## config.mk

```make
export PLATFORM = sky130hd
export DESIGN_NAME = alsc_top
export DESIGN_NICKNAME = d
export VERILOG_FILES = /design/src/include/alsc_pkg.sv /design/src/verilog/alsc_top.sv /design/src/verilog/alsc_conv.sv
export SDC_FILE = /design/constraint.sdc
export NUM_CORES = 1
export LEC_CHECK = 0
export ABC_AREA = 1
export BUFFER_PORTS_ARGS = -buffer_cell sky130_fd_sc_hd__buf_2
export CAP_MARGIN = 25
export CELL_PAD_IN_SITES_DETAIL_PLACEMENT = 0
export CELL_PAD_IN_SITES_GLOBAL_PLACEMENT = 2
export CORE_MARGIN = 2
export CORE_UTILIZATION = 38
export DETAILED_ROUTE_END_ITERATION = 10
export HOLD_SLACK_MARGIN = 0.03
export PLACE_DENSITY = 0.85
export SETUP_SLACK_MARGIN = 0.5
export SLEW_MARGIN = 20
export SYNTH_ARGS = -nofsm -noshare
export SYNTH_HDL_FRONTEND = slang
export SYNTH_SLANG_ARGS = --single-unit
```

## constraint.sdc

```tcl
create_clock -name ref_clk_i -period 3.4 [get_ports ref_clk_i]
set_input_delay 0.68 -clock ref_clk_i [delete_from_list [all_inputs] [get_ports ref_clk_i]]
set_output_delay 0.68 -clock ref_clk_i [all_outputs]
set_load 0.005 [all_outputs]
```

## src/include/alsc_pkg.sv

```systemverilog
// constants and types shared by the light sensor controller
package alsc_pkg;
  // ---------------------------------------------------------------
  // bus address and register offsets
  // ---------------------------------------------------------------
  localparam logic [6:0] I2C_ADDR = 7'h44;
  localparam logic [7:0] REG_CMD = 8'h00;
  localparam logic [7:0] REG_CTRL = 8'h01;
  localparam logic [7:0] REG_DATA_LSB = 8'h02;
  localparam logic [7:0] REG_DATA_MSB = 8'h03;
  localparam logic [7:0] REG_THR_LSB = 8'h04;
  localparam logic [7:0] REG_THR_MSB = 8'h05;
  // ---------------------------------------------------------------
  // field positions and reset values
  // ---------------------------------------------------------------
  localparam int CMD_MODE_LSB = 0;
  localparam int CMD_FLAG_BIT = 2;
  localparam int CTRL_RANGE_LSB = 0;
  localparam int CTRL_RES_LSB = 2;
  localparam logic [1:0] RANGE_RST = 2'h0;
  localparam logic [1:0] RES_RST = 2'h0;
  localparam logic [15:0] THR_RST = 16'hffff;
  // ---------------------------------------------------------------
  // timing
  // ---------------------------------------------------------------
  localparam int CLK_HZ = 20_000_000;
  localparam int CONV_T_MS = 90;
  localparam int CONV_CYC = CONV_T_MS * (CLK_HZ / 1000);
  localparam int MIN_T_US = 11;
  localparam int MIN_CYC = (MIN_T_US * CLK_HZ + 999_999) / 1_000_000;
  localparam int CNT_W = 21;
  // ---------------------------------------------------------------
  // types
  // ---------------------------------------------------------------
  typedef enum logic [1:0] {
    ALSC_PD,
    ALSC_ONESHOT,
    ALSC_CONT
  } alsc_mode_e;
  typedef struct packed {
    alsc_mode_e mode;
    logic [1:0] range;
    logic [1:0] res;
  } alsc_cfg_s;
endpackage : alsc_pkg

```

## src/verilog/alsc_top.sv

```systemverilog
// light sensor controller: serial slave, registers, alarm pin
`timescale 1ns/100ps
module alsc_top
  import alsc_pkg::*;
#(
  parameter int CYC16 = CONV_CYC
) (
  input wire logic ref_clk_i,
  input wire logic sys_rst_i,
  input wire logic scl_i,
  input wire logic sda_i,
  output logic sda_o,
  output logic sda_oe_n_o,
  output logic int_o,
  output logic int_oe_n_o,
  input wire logic [15:0] adc_sample_i,
  output logic [1:0] range_o,
  output logic sensor_pwr_o
);
  // ---------------------------------------------------------------
  // state
  // ---------------------------------------------------------------
  typedef enum logic [2:0] {
    I2C_IDLE,
    I2C_ADDR_RX,
    I2C_ADDR_ACK,
    I2C_WR,
    I2C_WR_ACK,
    I2C_RD,
    I2C_RD_ACK
  } alsc_i2c_e;

  typedef struct packed {
    alsc_i2c_e ph;
    logic scl_q;
    logic sda_q;
    logic [2:0] bitc;
    logic full;
    logic [7:0] shr;
    logic [7:0] ptr;
    logic rw;
    logic first;
    logic sda_oe_n;
    alsc_cfg_s cfg;
    logic flag;
    logic [15:0] thr;
    logic start;
    logic int_oe_n;
  } alsc_top_s;

  alsc_top_s st_ff;
  alsc_top_s nxt_st;
  logic conv_done;
  logic [15:0] conv_data;

  // register read view
  function automatic logic [7:0] rd_val(input alsc_top_s s,
                                        input logic [15:0] d,
                                        input logic [7:0] a);
    logic [7:0] v;
    v = 8'h00;
    if (a == REG_CMD) begin
      v[CMD_FLAG_BIT] = s.flag;
      v[CMD_MODE_LSB +: 2] = s.cfg.mode;
    end else if (a == REG_CTRL) begin
      v[CTRL_RANGE_LSB +: 2] = s.cfg.range;
      v[CTRL_RES_LSB +: 2] = s.cfg.res;
    end else if (a == REG_DATA_LSB) begin
      v = d[7:0];
    end else if (a == REG_DATA_MSB) begin
      v = d[15:8];
    end else if (a == REG_THR_LSB) begin
      v = s.thr[7:0];
    end else if (a == REG_THR_MSB) begin
      v = s.thr[15:8];
    end
    return v;
  endfunction : rd_val

  // ---------------------------------------------------------------
  // conversion sequencer
  // ---------------------------------------------------------------
  alsc_conv #(
    .CYC16(CYC16)
  ) u_conv (
    .ref_clk_i(ref_clk_i),
    .sys_rst_i(sys_rst_i),
    .cfg_i(st_ff.cfg),
    .start_i(st_ff.start),
    .sample_i(adc_sample_i),
    .done_o(conv_done),
    .data_o(conv_data),
    .pwr_o(sensor_pwr_o)
  );

  // ---------------------------------------------------------------
  // serial slave and registers
  // ---------------------------------------------------------------
  always_comb begin
    logic rise;
    logic fall;
    logic clr;
    logic [7:0] wd;
    rise = 1'b0;
    fall = 1'b0;
    clr = 1'b0;
    wd = 8'h00;
    nxt_st = st_ff;
    nxt_st.start = 1'b0;
    nxt_st.scl_q = scl_i;
    nxt_st.sda_q = sda_i;
    rise = scl_i & ~st_ff.scl_q;
    fall = ~scl_i & st_ff.scl_q;
    if (scl_i && st_ff.scl_q && st_ff.sda_q && !sda_i) begin
      nxt_st.ph = I2C_ADDR_RX;
      nxt_st.bitc = 3'h0;
      nxt_st.full = 1'b0;
      nxt_st.sda_oe_n = 1'b1;
    end else if (scl_i && st_ff.scl_q && !st_ff.sda_q && sda_i) begin
      nxt_st.ph = I2C_IDLE;
      nxt_st.sda_oe_n = 1'b1;
    end else if (rise) begin
      case (st_ff.ph)
        I2C_ADDR_RX, I2C_WR: begin
          nxt_st.shr = {st_ff.shr[6:0], sda_i};
          nxt_st.bitc = st_ff.bitc + 3'h1;
          nxt_st.full = (st_ff.bitc == 3'h7);
        end
        I2C_RD_ACK: begin
          if (sda_i) begin
            nxt_st.ph = I2C_IDLE;
          end
        end
        default: begin
        end
      endcase
    end else if (fall) begin
      case (st_ff.ph)
        I2C_ADDR_RX: begin
          if (st_ff.full) begin
            nxt_st.full = 1'b0;
            if (st_ff.shr[7:1] == I2C_ADDR) begin
              nxt_st.sda_oe_n = 1'b0;
              nxt_st.rw = st_ff.shr[0];
              nxt_st.ph = I2C_ADDR_ACK;
            end else begin
              nxt_st.ph = I2C_IDLE;
            end
          end
        end
        I2C_ADDR_ACK, I2C_RD_ACK: begin
          if (st_ff.ph == I2C_RD_ACK || st_ff.rw) begin
            wd = rd_val(st_ff, conv_data, st_ff.ptr);
            nxt_st.shr = wd;
            nxt_st.sda_oe_n = wd[7];
            nxt_st.ptr = st_ff.ptr + 8'h01;
            nxt_st.bitc = 3'h0;
            nxt_st.ph = I2C_RD;
          end else begin
            nxt_st.sda_oe_n = 1'b1;
            nxt_st.first = 1'b1;
            nxt_st.ph = I2C_WR;
          end
        end
        I2C_WR: begin
          if (st_ff.full) begin
            nxt_st.full = 1'b0;
            nxt_st.sda_oe_n = 1'b0;
            nxt_st.ph = I2C_WR_ACK;
            wd = st_ff.shr;
            if (st_ff.first) begin
              nxt_st.first = 1'b0;
              nxt_st.ptr = wd;
            end else begin
              nxt_st.ptr = st_ff.ptr + 8'h01;
              if (st_ff.ptr == REG_CMD) begin
                nxt_st.cfg.mode = (wd[CMD_MODE_LSB +: 2] == 2'h3) ?
                  ALSC_PD : alsc_mode_e'(wd[CMD_MODE_LSB +: 2]);
                nxt_st.start =
                  (wd[CMD_MODE_LSB +: 2] == ALSC_ONESHOT);
                clr = ~wd[CMD_FLAG_BIT];
              end else if (st_ff.ptr == REG_CTRL) begin
                nxt_st.cfg.range = wd[CTRL_RANGE_LSB +: 2];
                nxt_st.cfg.res = wd[CTRL_RES_LSB +: 2];
              end else if (st_ff.ptr == REG_THR_LSB) begin
                nxt_st.thr[7:0] = wd;
              end else if (st_ff.ptr == REG_THR_MSB) begin
                nxt_st.thr[15:8] = wd;
              end
            end
          end
        end
        I2C_WR_ACK: begin
          nxt_st.sda_oe_n = 1'b1;
          nxt_st.ph = I2C_WR;
        end
        I2C_RD: begin
          if (st_ff.bitc == 3'h7) begin
            nxt_st.sda_oe_n = 1'b1;
            nxt_st.ph = I2C_RD_ACK;
          end else begin
            nxt_st.sda_oe_n = st_ff.shr[6];
            nxt_st.shr = {st_ff.shr[6:0], 1'b0};
            nxt_st.bitc = st_ff.bitc + 3'h1;
          end
        end
        default: begin
        end
      endcase
    end
    // set wins over a clear in the same cycle
    nxt_st.flag = (conv_done && conv_data > st_ff.thr) ||
                  (st_ff.flag && !clr);
    nxt_st.int_oe_n = ~nxt_st.flag;
  end

  always_ff @(posedge ref_clk_i) begin
    if (sys_rst_i) begin
      st_ff <= '0;
      st_ff.ph <= I2C_IDLE;
      st_ff.scl_q <= 1'b1;
      st_ff.sda_q <= 1'b1;
      st_ff.sda_oe_n <= 1'b1;
      st_ff.cfg.mode <= ALSC_PD;
      st_ff.cfg.range <= RANGE_RST;
      st_ff.cfg.res <= RES_RST;
      st_ff.thr <= THR_RST;
      st_ff.int_oe_n <= 1'b1;
    end else begin
      st_ff <= nxt_st;
    end
  end

  // ---------------------------------------------------------------
  // pins
  // ---------------------------------------------------------------
  assign sda_o = 1'b0;
  assign sda_oe_n_o = st_ff.sda_oe_n;
  assign int_o = 1'b0;
  assign int_oe_n_o = st_ff.int_oe_n;
  assign range_o = st_ff.cfg.range;
endmodule : alsc_top

```

## src/verilog/alsc_conv.sv

```systemverilog
// conversion sequencer: timing, resolution and sensor power
`timescale 1ns/100ps
module alsc_conv
  import alsc_pkg::*;
#(
  parameter int CYC16 = CONV_CYC
) (
  input wire logic ref_clk_i,
  input wire logic sys_rst_i,
  input wire alsc_cfg_s cfg_i,
  input wire logic start_i,
  input wire logic [15:0] sample_i,
  output logic done_o,
  output logic [15:0] data_o,
  output logic pwr_o
);
  // ---------------------------------------------------------------
  // state
  // ---------------------------------------------------------------
  typedef struct packed {
    logic run;
    logic [CNT_W-1:0] cnt;
    logic [15:0] data;
    logic done;
    logic pwr;
  } alsc_conv_s;

  alsc_conv_s st_ff;
  alsc_conv_s nxt_st;

  if (CYC16 < MIN_CYC || CYC16 >= (1 << CNT_W)) begin : g_len_chk
    $error("alsc_conv: CYC16 out of range");
  end

  // conversion length shrinks 16x per resolution step, floored at MIN_CYC
  function automatic logic [CNT_W-1:0] conv_len(input logic [1:0] res);
    int l;
    l = CYC16 >> (4 * int'(res));
    if (l < MIN_CYC) begin
      l = MIN_CYC;
    end
    return l[CNT_W-1:0];
  endfunction : conv_len

  // ---------------------------------------------------------------
  // sequencer
  // ---------------------------------------------------------------
  always_comb begin
    nxt_st = st_ff;
    nxt_st.done = 1'b0;
    if (cfg_i.mode != ALSC_ONESHOT && cfg_i.mode != ALSC_CONT) begin
      nxt_st.run = 1'b0;
      nxt_st.pwr = 1'b0;
    end else if (st_ff.run) begin
      if (st_ff.cnt == conv_len(cfg_i.res) - 1'b1) begin
        nxt_st.data = sample_i >> (4 * int'(cfg_i.res));
        nxt_st.done = 1'b1;
        nxt_st.cnt = '0;
        nxt_st.run = (cfg_i.mode == ALSC_CONT);
        nxt_st.pwr = (cfg_i.mode == ALSC_CONT);
      end else begin
        nxt_st.cnt = st_ff.cnt + 1'b1;
      end
    end else if (cfg_i.mode == ALSC_CONT || start_i) begin
      nxt_st.run = 1'b1;
      nxt_st.pwr = 1'b1;
      nxt_st.cnt = '0;
    end
  end

  always_ff @(posedge ref_clk_i) begin
    if (sys_rst_i) begin
      st_ff <= '0;
    end else begin
      st_ff <= nxt_st;
    end
  end

  assign done_o = st_ff.done;
  assign data_o = st_ff.data;
  assign pwr_o = st_ff.pwr;
endmodule : alsc_conv

```

# After elaboration in Yosys (flattened, before gate mapping)
# Index checks and enable logic that the tools add are counted.
# W data, S select, Z words.
# op_classes
order_cmp	2
n_bitwise	18
shifts	2
n_reduce_logical	46
add_sub_neg	4
eq_ne	45
n_mux	89
# ops
operator	count
$mux W8	21
$mux W21	4
$mux W16	5
$mux W22	2
$reduce_and A7 Y1	6
$ne A6 B6 Y1 const B	6
$mux W3	11
$lt A32 B9 Y1 const B	1
$pmux W8 S2	2
$shr A21 B4 Y32 const A	1
$mux W29	1
$mux W5	5
$mux W12	2
$mux W1	22
$add A21 B1 Y21 const B	1
$eq A21 B21 Y1	1
$sub A21 B1 Y21 const B	1
$ne A5 B5 Y1 const B	4
$ne A2 B2 Y1 const B	9
$eq A8 B2 Y1 const B	2
$eq A8 B3 Y1 const B	2
$gt A16 B16 Y1	1
$mux W4	4
$not A1 Y1	16
42 further kinds	76
# totals
wordCells	230
ff_bits	93

# Logic depth before layout (Yosys ltp)
# depth
ltp_word	27
mapped_depth	14
depth_no_buf	14

# By module
# Synthesis repeated with hierarchy kept, for this count alone.
# unflattened
cells_unflattened	935
area_unflattened_um2	6222.2
# by_module_without_submodules
mod	instances	area_per_inst_um2	cells_each	seq_area_each_um2
alsc_top	1	3582.2	520	1061.0
alsc_conv	1	2640.0	415	800.8

# Worst setup path before layout
# OpenSTA, ideal clock, no wires.
# synth_path
kind	reg2reg
start	register st_ff[19] in the netlist's numbering
end	register u_conv.st_ff (netlist bit u_conv.data_o[7])
setup_ns	0.116
stages_incl_launch_ff	14
arrival_time_ns	2.205
setup_slack_ns	1.079
t_required_ns	3.284
period_less_slack_ns	2.321
path_cell_list	dfxtp_1 inv_1 clkbuf_1 ha_1 nand2_1 inv_1 o21ai_0 nor3_2 nand2_2 nor3_4 inv_4 buf_6 nor2_2 nor2_1
# synth_between
elab_chain_len	8
# synth_rtl
item	line	rtl
start, declared	alsc_top.sv:51	alsc_top_s st_ff;
start signal, assigned	alsc_top.sv:230	st_ff <= nxt_st;
$shr A21 B4 Y32	alsc_conv.sv:38	l = CYC16 >> (4 * int'(res));
$lt A32 B9 Y1	alsc_conv.sv:39	if (l < MIN_CYC) begin
$mux W21	alsc_conv.sv:39	
$mux W21	alsc_conv.sv:54	end else if (st_ff.run) begin
$mux W21	alsc_conv.sv:51	if (cfg_i.mode != ALSC_ONESHOT && cfg_i.mode != ALSC_CONT) begin
$sub A21 B1 Y21	alsc_conv.sv:55	if (st_ff.cnt == conv_len(cfg_i.res) - 1'b1) begin
$eq A21 B21 Y1	alsc_conv.sv:55	
$reduce_and A3 Y1 (no line)	-	
end signal, assigned	alsc_conv.sv:75	st_ff <= nxt_st;
end, declared	alsc_conv.sv:28	alsc_conv_s st_ff;
# Parallel ways exist; a longest one is shown, timed or not. The select of a mux whose other input is x is not followed.
# A chain may end at the register's enable or synchronous reset.

# Worst setup path after layout
# layout_path
start	register st_ff[20] in the netlist's numbering
end	register u_conv.st_ff (netlist bit u_conv.data_o[12])
# Same word-level chain as after synthesis.

==> results.py <==
metrics = {
    "place": {
        "dp_hpwl_um": 12500,
        "gp_congestion": 0.901,
        "io_buffers": 24,
    },
    "detailed_routing": {
        "drt_wl_total_um": 16600,
        "vias": 5552,
        "postRouteAntennaNets": 0,
        "wl_per_cell_um": 15.9,
        "post-route-drc-count": 0,
        "drtIter0Drc": 383,
        "drt_first_pass_iters": 5,
        "viasPerCell": 5.33,
    },
    "grt": {
        "grt_pass1_vias": 5382,
        "antenna_found_initial": 0,
        "grt_overflow_total": 0,
        "grt.total_usage_pct": 21.5,
        "grt_pass1_wl_um": 27400,
        "grt_max_degree": 56,
    },
    "worst_setup_path": {
        "worstSetupPathType": "reg -> reg",
        "crit_fanout": 17,
        "rrSetupSlack_ns": 0.78,
        "crit_required_ns": 3.69,
        "cp-end-kind": "flop",
        "start_kind": "flop",
        "arrival_ns": 2.91,
    },
    "clocking": {
        "ctsResizeCount": 0,
        "cts-root-buf": "clkbuf_16",
        "htree_levels": 3,
        "cts_setup_buffers": 0,
        "holdBufCountCts": 0,
        "clk_latency_ns": 0.35,
        "clock_sinks": 93,
        "cts_tree": "done",
        "clk_pin_slew_ns": 0.06,
        "clk_path_buf_depth": 2,
        "cts_inserted_buffers": 9,
    },
    "finish": {
        "fill_cells": 1540,
        "nNetsFinal": 907,
        "multiInputGateArea_um2": 3320,
        "area_delta_synth_final_pct": 9.64,
        "layout-drive-gt1-share_pct": 9.21,
        "final_common_cell": "nand2_1",
        "antennaDiodeCount": 0,
        "layout_common_cells": "180 x nand2_1, 98 x inv_1, 93 x dfxtp_1, 78 x nor2_1, 75 x a21oi_1",
        "seq_area_um2": 1860,
    },
    "floorplanning": {
        "start_util_pct": 39.1,
        "core-area_um2": 14600,
        "fp.dieW_um": 127,
        "die_y_um": 127,
        "rows": 44,
        "die-area_um2": 16100,
        "io_pins": 27,
    },
    "pwr": {
        "peakVddDrop_mv": 0.241,
        "cellPowerDensity_nw_per_um2": 358,
        "total_power_uw": 2240,
        "power.leakage_uw": 0.00289,
    },
    "synthesis": {
        "synth.avg_cell_area_um2": 6.83,
        "ys_ff_latch": 93,
        "yosys.cell_types.count": 42,
        "synthArstFlopShare_pct": 0,
        "synth.area.top_cells": "dfxtp_1 33%, nand2_1 12%, ha_1 7.4%, a21oi_1 6.6%, inv_1 6.4%",
        "synth_ff_type": "dfxtp_1",
        "synth.top_cell.area_share_pct": 32.5,
        "synth_area_um2": 5720,
        "yosys_warnings": 0,
        "ys_seq_area_share_pct": 32.5,
        "yosysTopAreaCell": "dfxtp_1",
        "synthCells": 838,
        "synth-edff-count": 0,
    },
    "timing": {
        "fmax_mhz": 382,
        "setup_viol": 0,
        "min_period_over_period_pct": 77.1,
        "rsz0062_at_grt": "no",
        "period_minus_slack_ns": 2.62,
        "fin_skew_ns": 0.00902,
        "maxSlewHeadroom_pct": 59.2,
        "tightest_slew_ns": 0.606,
        "hold_viol": 0,
        "slew_violations": 0,
        "fin_tns_setup_ns": 0,
    },
    "status": {
        "status": "complete, no violations",
    },
    "run": {
        "cap_violations": 0,
    },
    "worst_hold_path": {
        "hp-class": "reg -> reg",
    },
}
## worst max-delay path: stages, from the launching register on
cell	delay (ns)
dfxtp_1	0.31
inv_1	0.33
ha_1	0.33
inv_1	0.10
o22ai_1	0.17
nand4_1	0.11
nor2_1	0.12
nand2_2	0.18
nor3_4	0.37
inv_4	0.20
nor2_8	0.17
nand2_1	0.08
nand2_1	0.08
## logic make-up (layout without fill, tap and decap cells)
logic type                 after synthesis  in the layout  synth area share, %
adders and majority gates               34             34                 7.43
and+or+nand+nor                        370            370                 29.2
xor gates and xnor gates                12             12                 1.84
AOI/OAI and AO/OA                      194            194                 19.4
DFF                                     93             93                 32.5
buffers and inverters                  134            153                 9.58
other                                    1              2               0.0655
## where the power goes
part | internal, uW | total [uW] | switching, uW | leakage [uW]
Sequential | 1100 | 1110 | 9.68 | 0.000751
Clock | 589 | 1020 | 436 | 0.000143
Combinational | 33.9 | 114 | 80.4 | 0.00199
## path summary, 6_finish.rpt
check                           startpoint           endpoint  cells after the start
worst max-delay path             st_ff[20]  u_conv.data_o[12]                     12
worst min-delay path             st_ff[47]          st_ff[47]                      2
worst max register to register   st_ff[20]  u_conv.data_o[12]                     12
worst min register to register   st_ff[47]          st_ff[47]                      2
## synthesized netlist by cell type, drive strengths merged (8+ instances only)
cell type  count
nand2        183
dfxtp         93
o211ai        27
buf           15
ha            34
a21oi         77
a31oi         11
nand4         13
inv          106
clkbuf        12
o21ai         58
nand3         47
nor3          27
nor2          85
xor2           8
## final cells by class
| type | count | area share (%) |
|---|---|---|
| well taps | 184 | 3.67 |
| repair buffers | 30 | 2.63 |
| inverters | 107 | 6.44 |
| flip-flops and latches | 93 | 29.7 |
| clock inverters | 4 | 0.758 |
| clock buffers | 12 | 3.93 |
| multi-input cells | 612 | 52.9 |
## routing by layer
| layer | track usage, % | vias up | share of wire (%) |
|---|---|---|---|
| li1 | - | 2835 | - |
| met1 | 30.8 | 2552 | 50 |
| met2 | 33.0 | 143 | 43 |
| met3 | 3.25 | 22 | 4.9 |
| met4 | 7.18 | 0 | 1.9 |
| met5 | 0 | - | 0 |
## state kept, by name, summed over array words and instances (netlist names)
| name | count |
|---|---|
| range_o | 2 |
| u_conv.pwr_o | 1 |
| u_conv.done_o | 1 |
| st_ff | 49 |
| u_conv.data_o | 16 |
| sda_oe_n_o | 1 |
| u_conv.st_ff | 22 |
| int_oe_n_o | 1 |
## through the flow
stage                     cell area (um2)  setup WS [ns]  cells  utilization, %  hold WS, ns
after floorplan                      5730           1.08    839               -        0.434
after global placement               5980          0.588   1026            40.8        0.449
after detailed placement             5980          0.455   1026            40.8        0.456
after CTS                            6270          0.742   1042            42.8        0.476
after global routing                 6270          0.535   1042            42.8        0.494
final                                6270          0.780   1042            42.8        0.471
No activity file was read; power rests on OpenSTA's default activity.
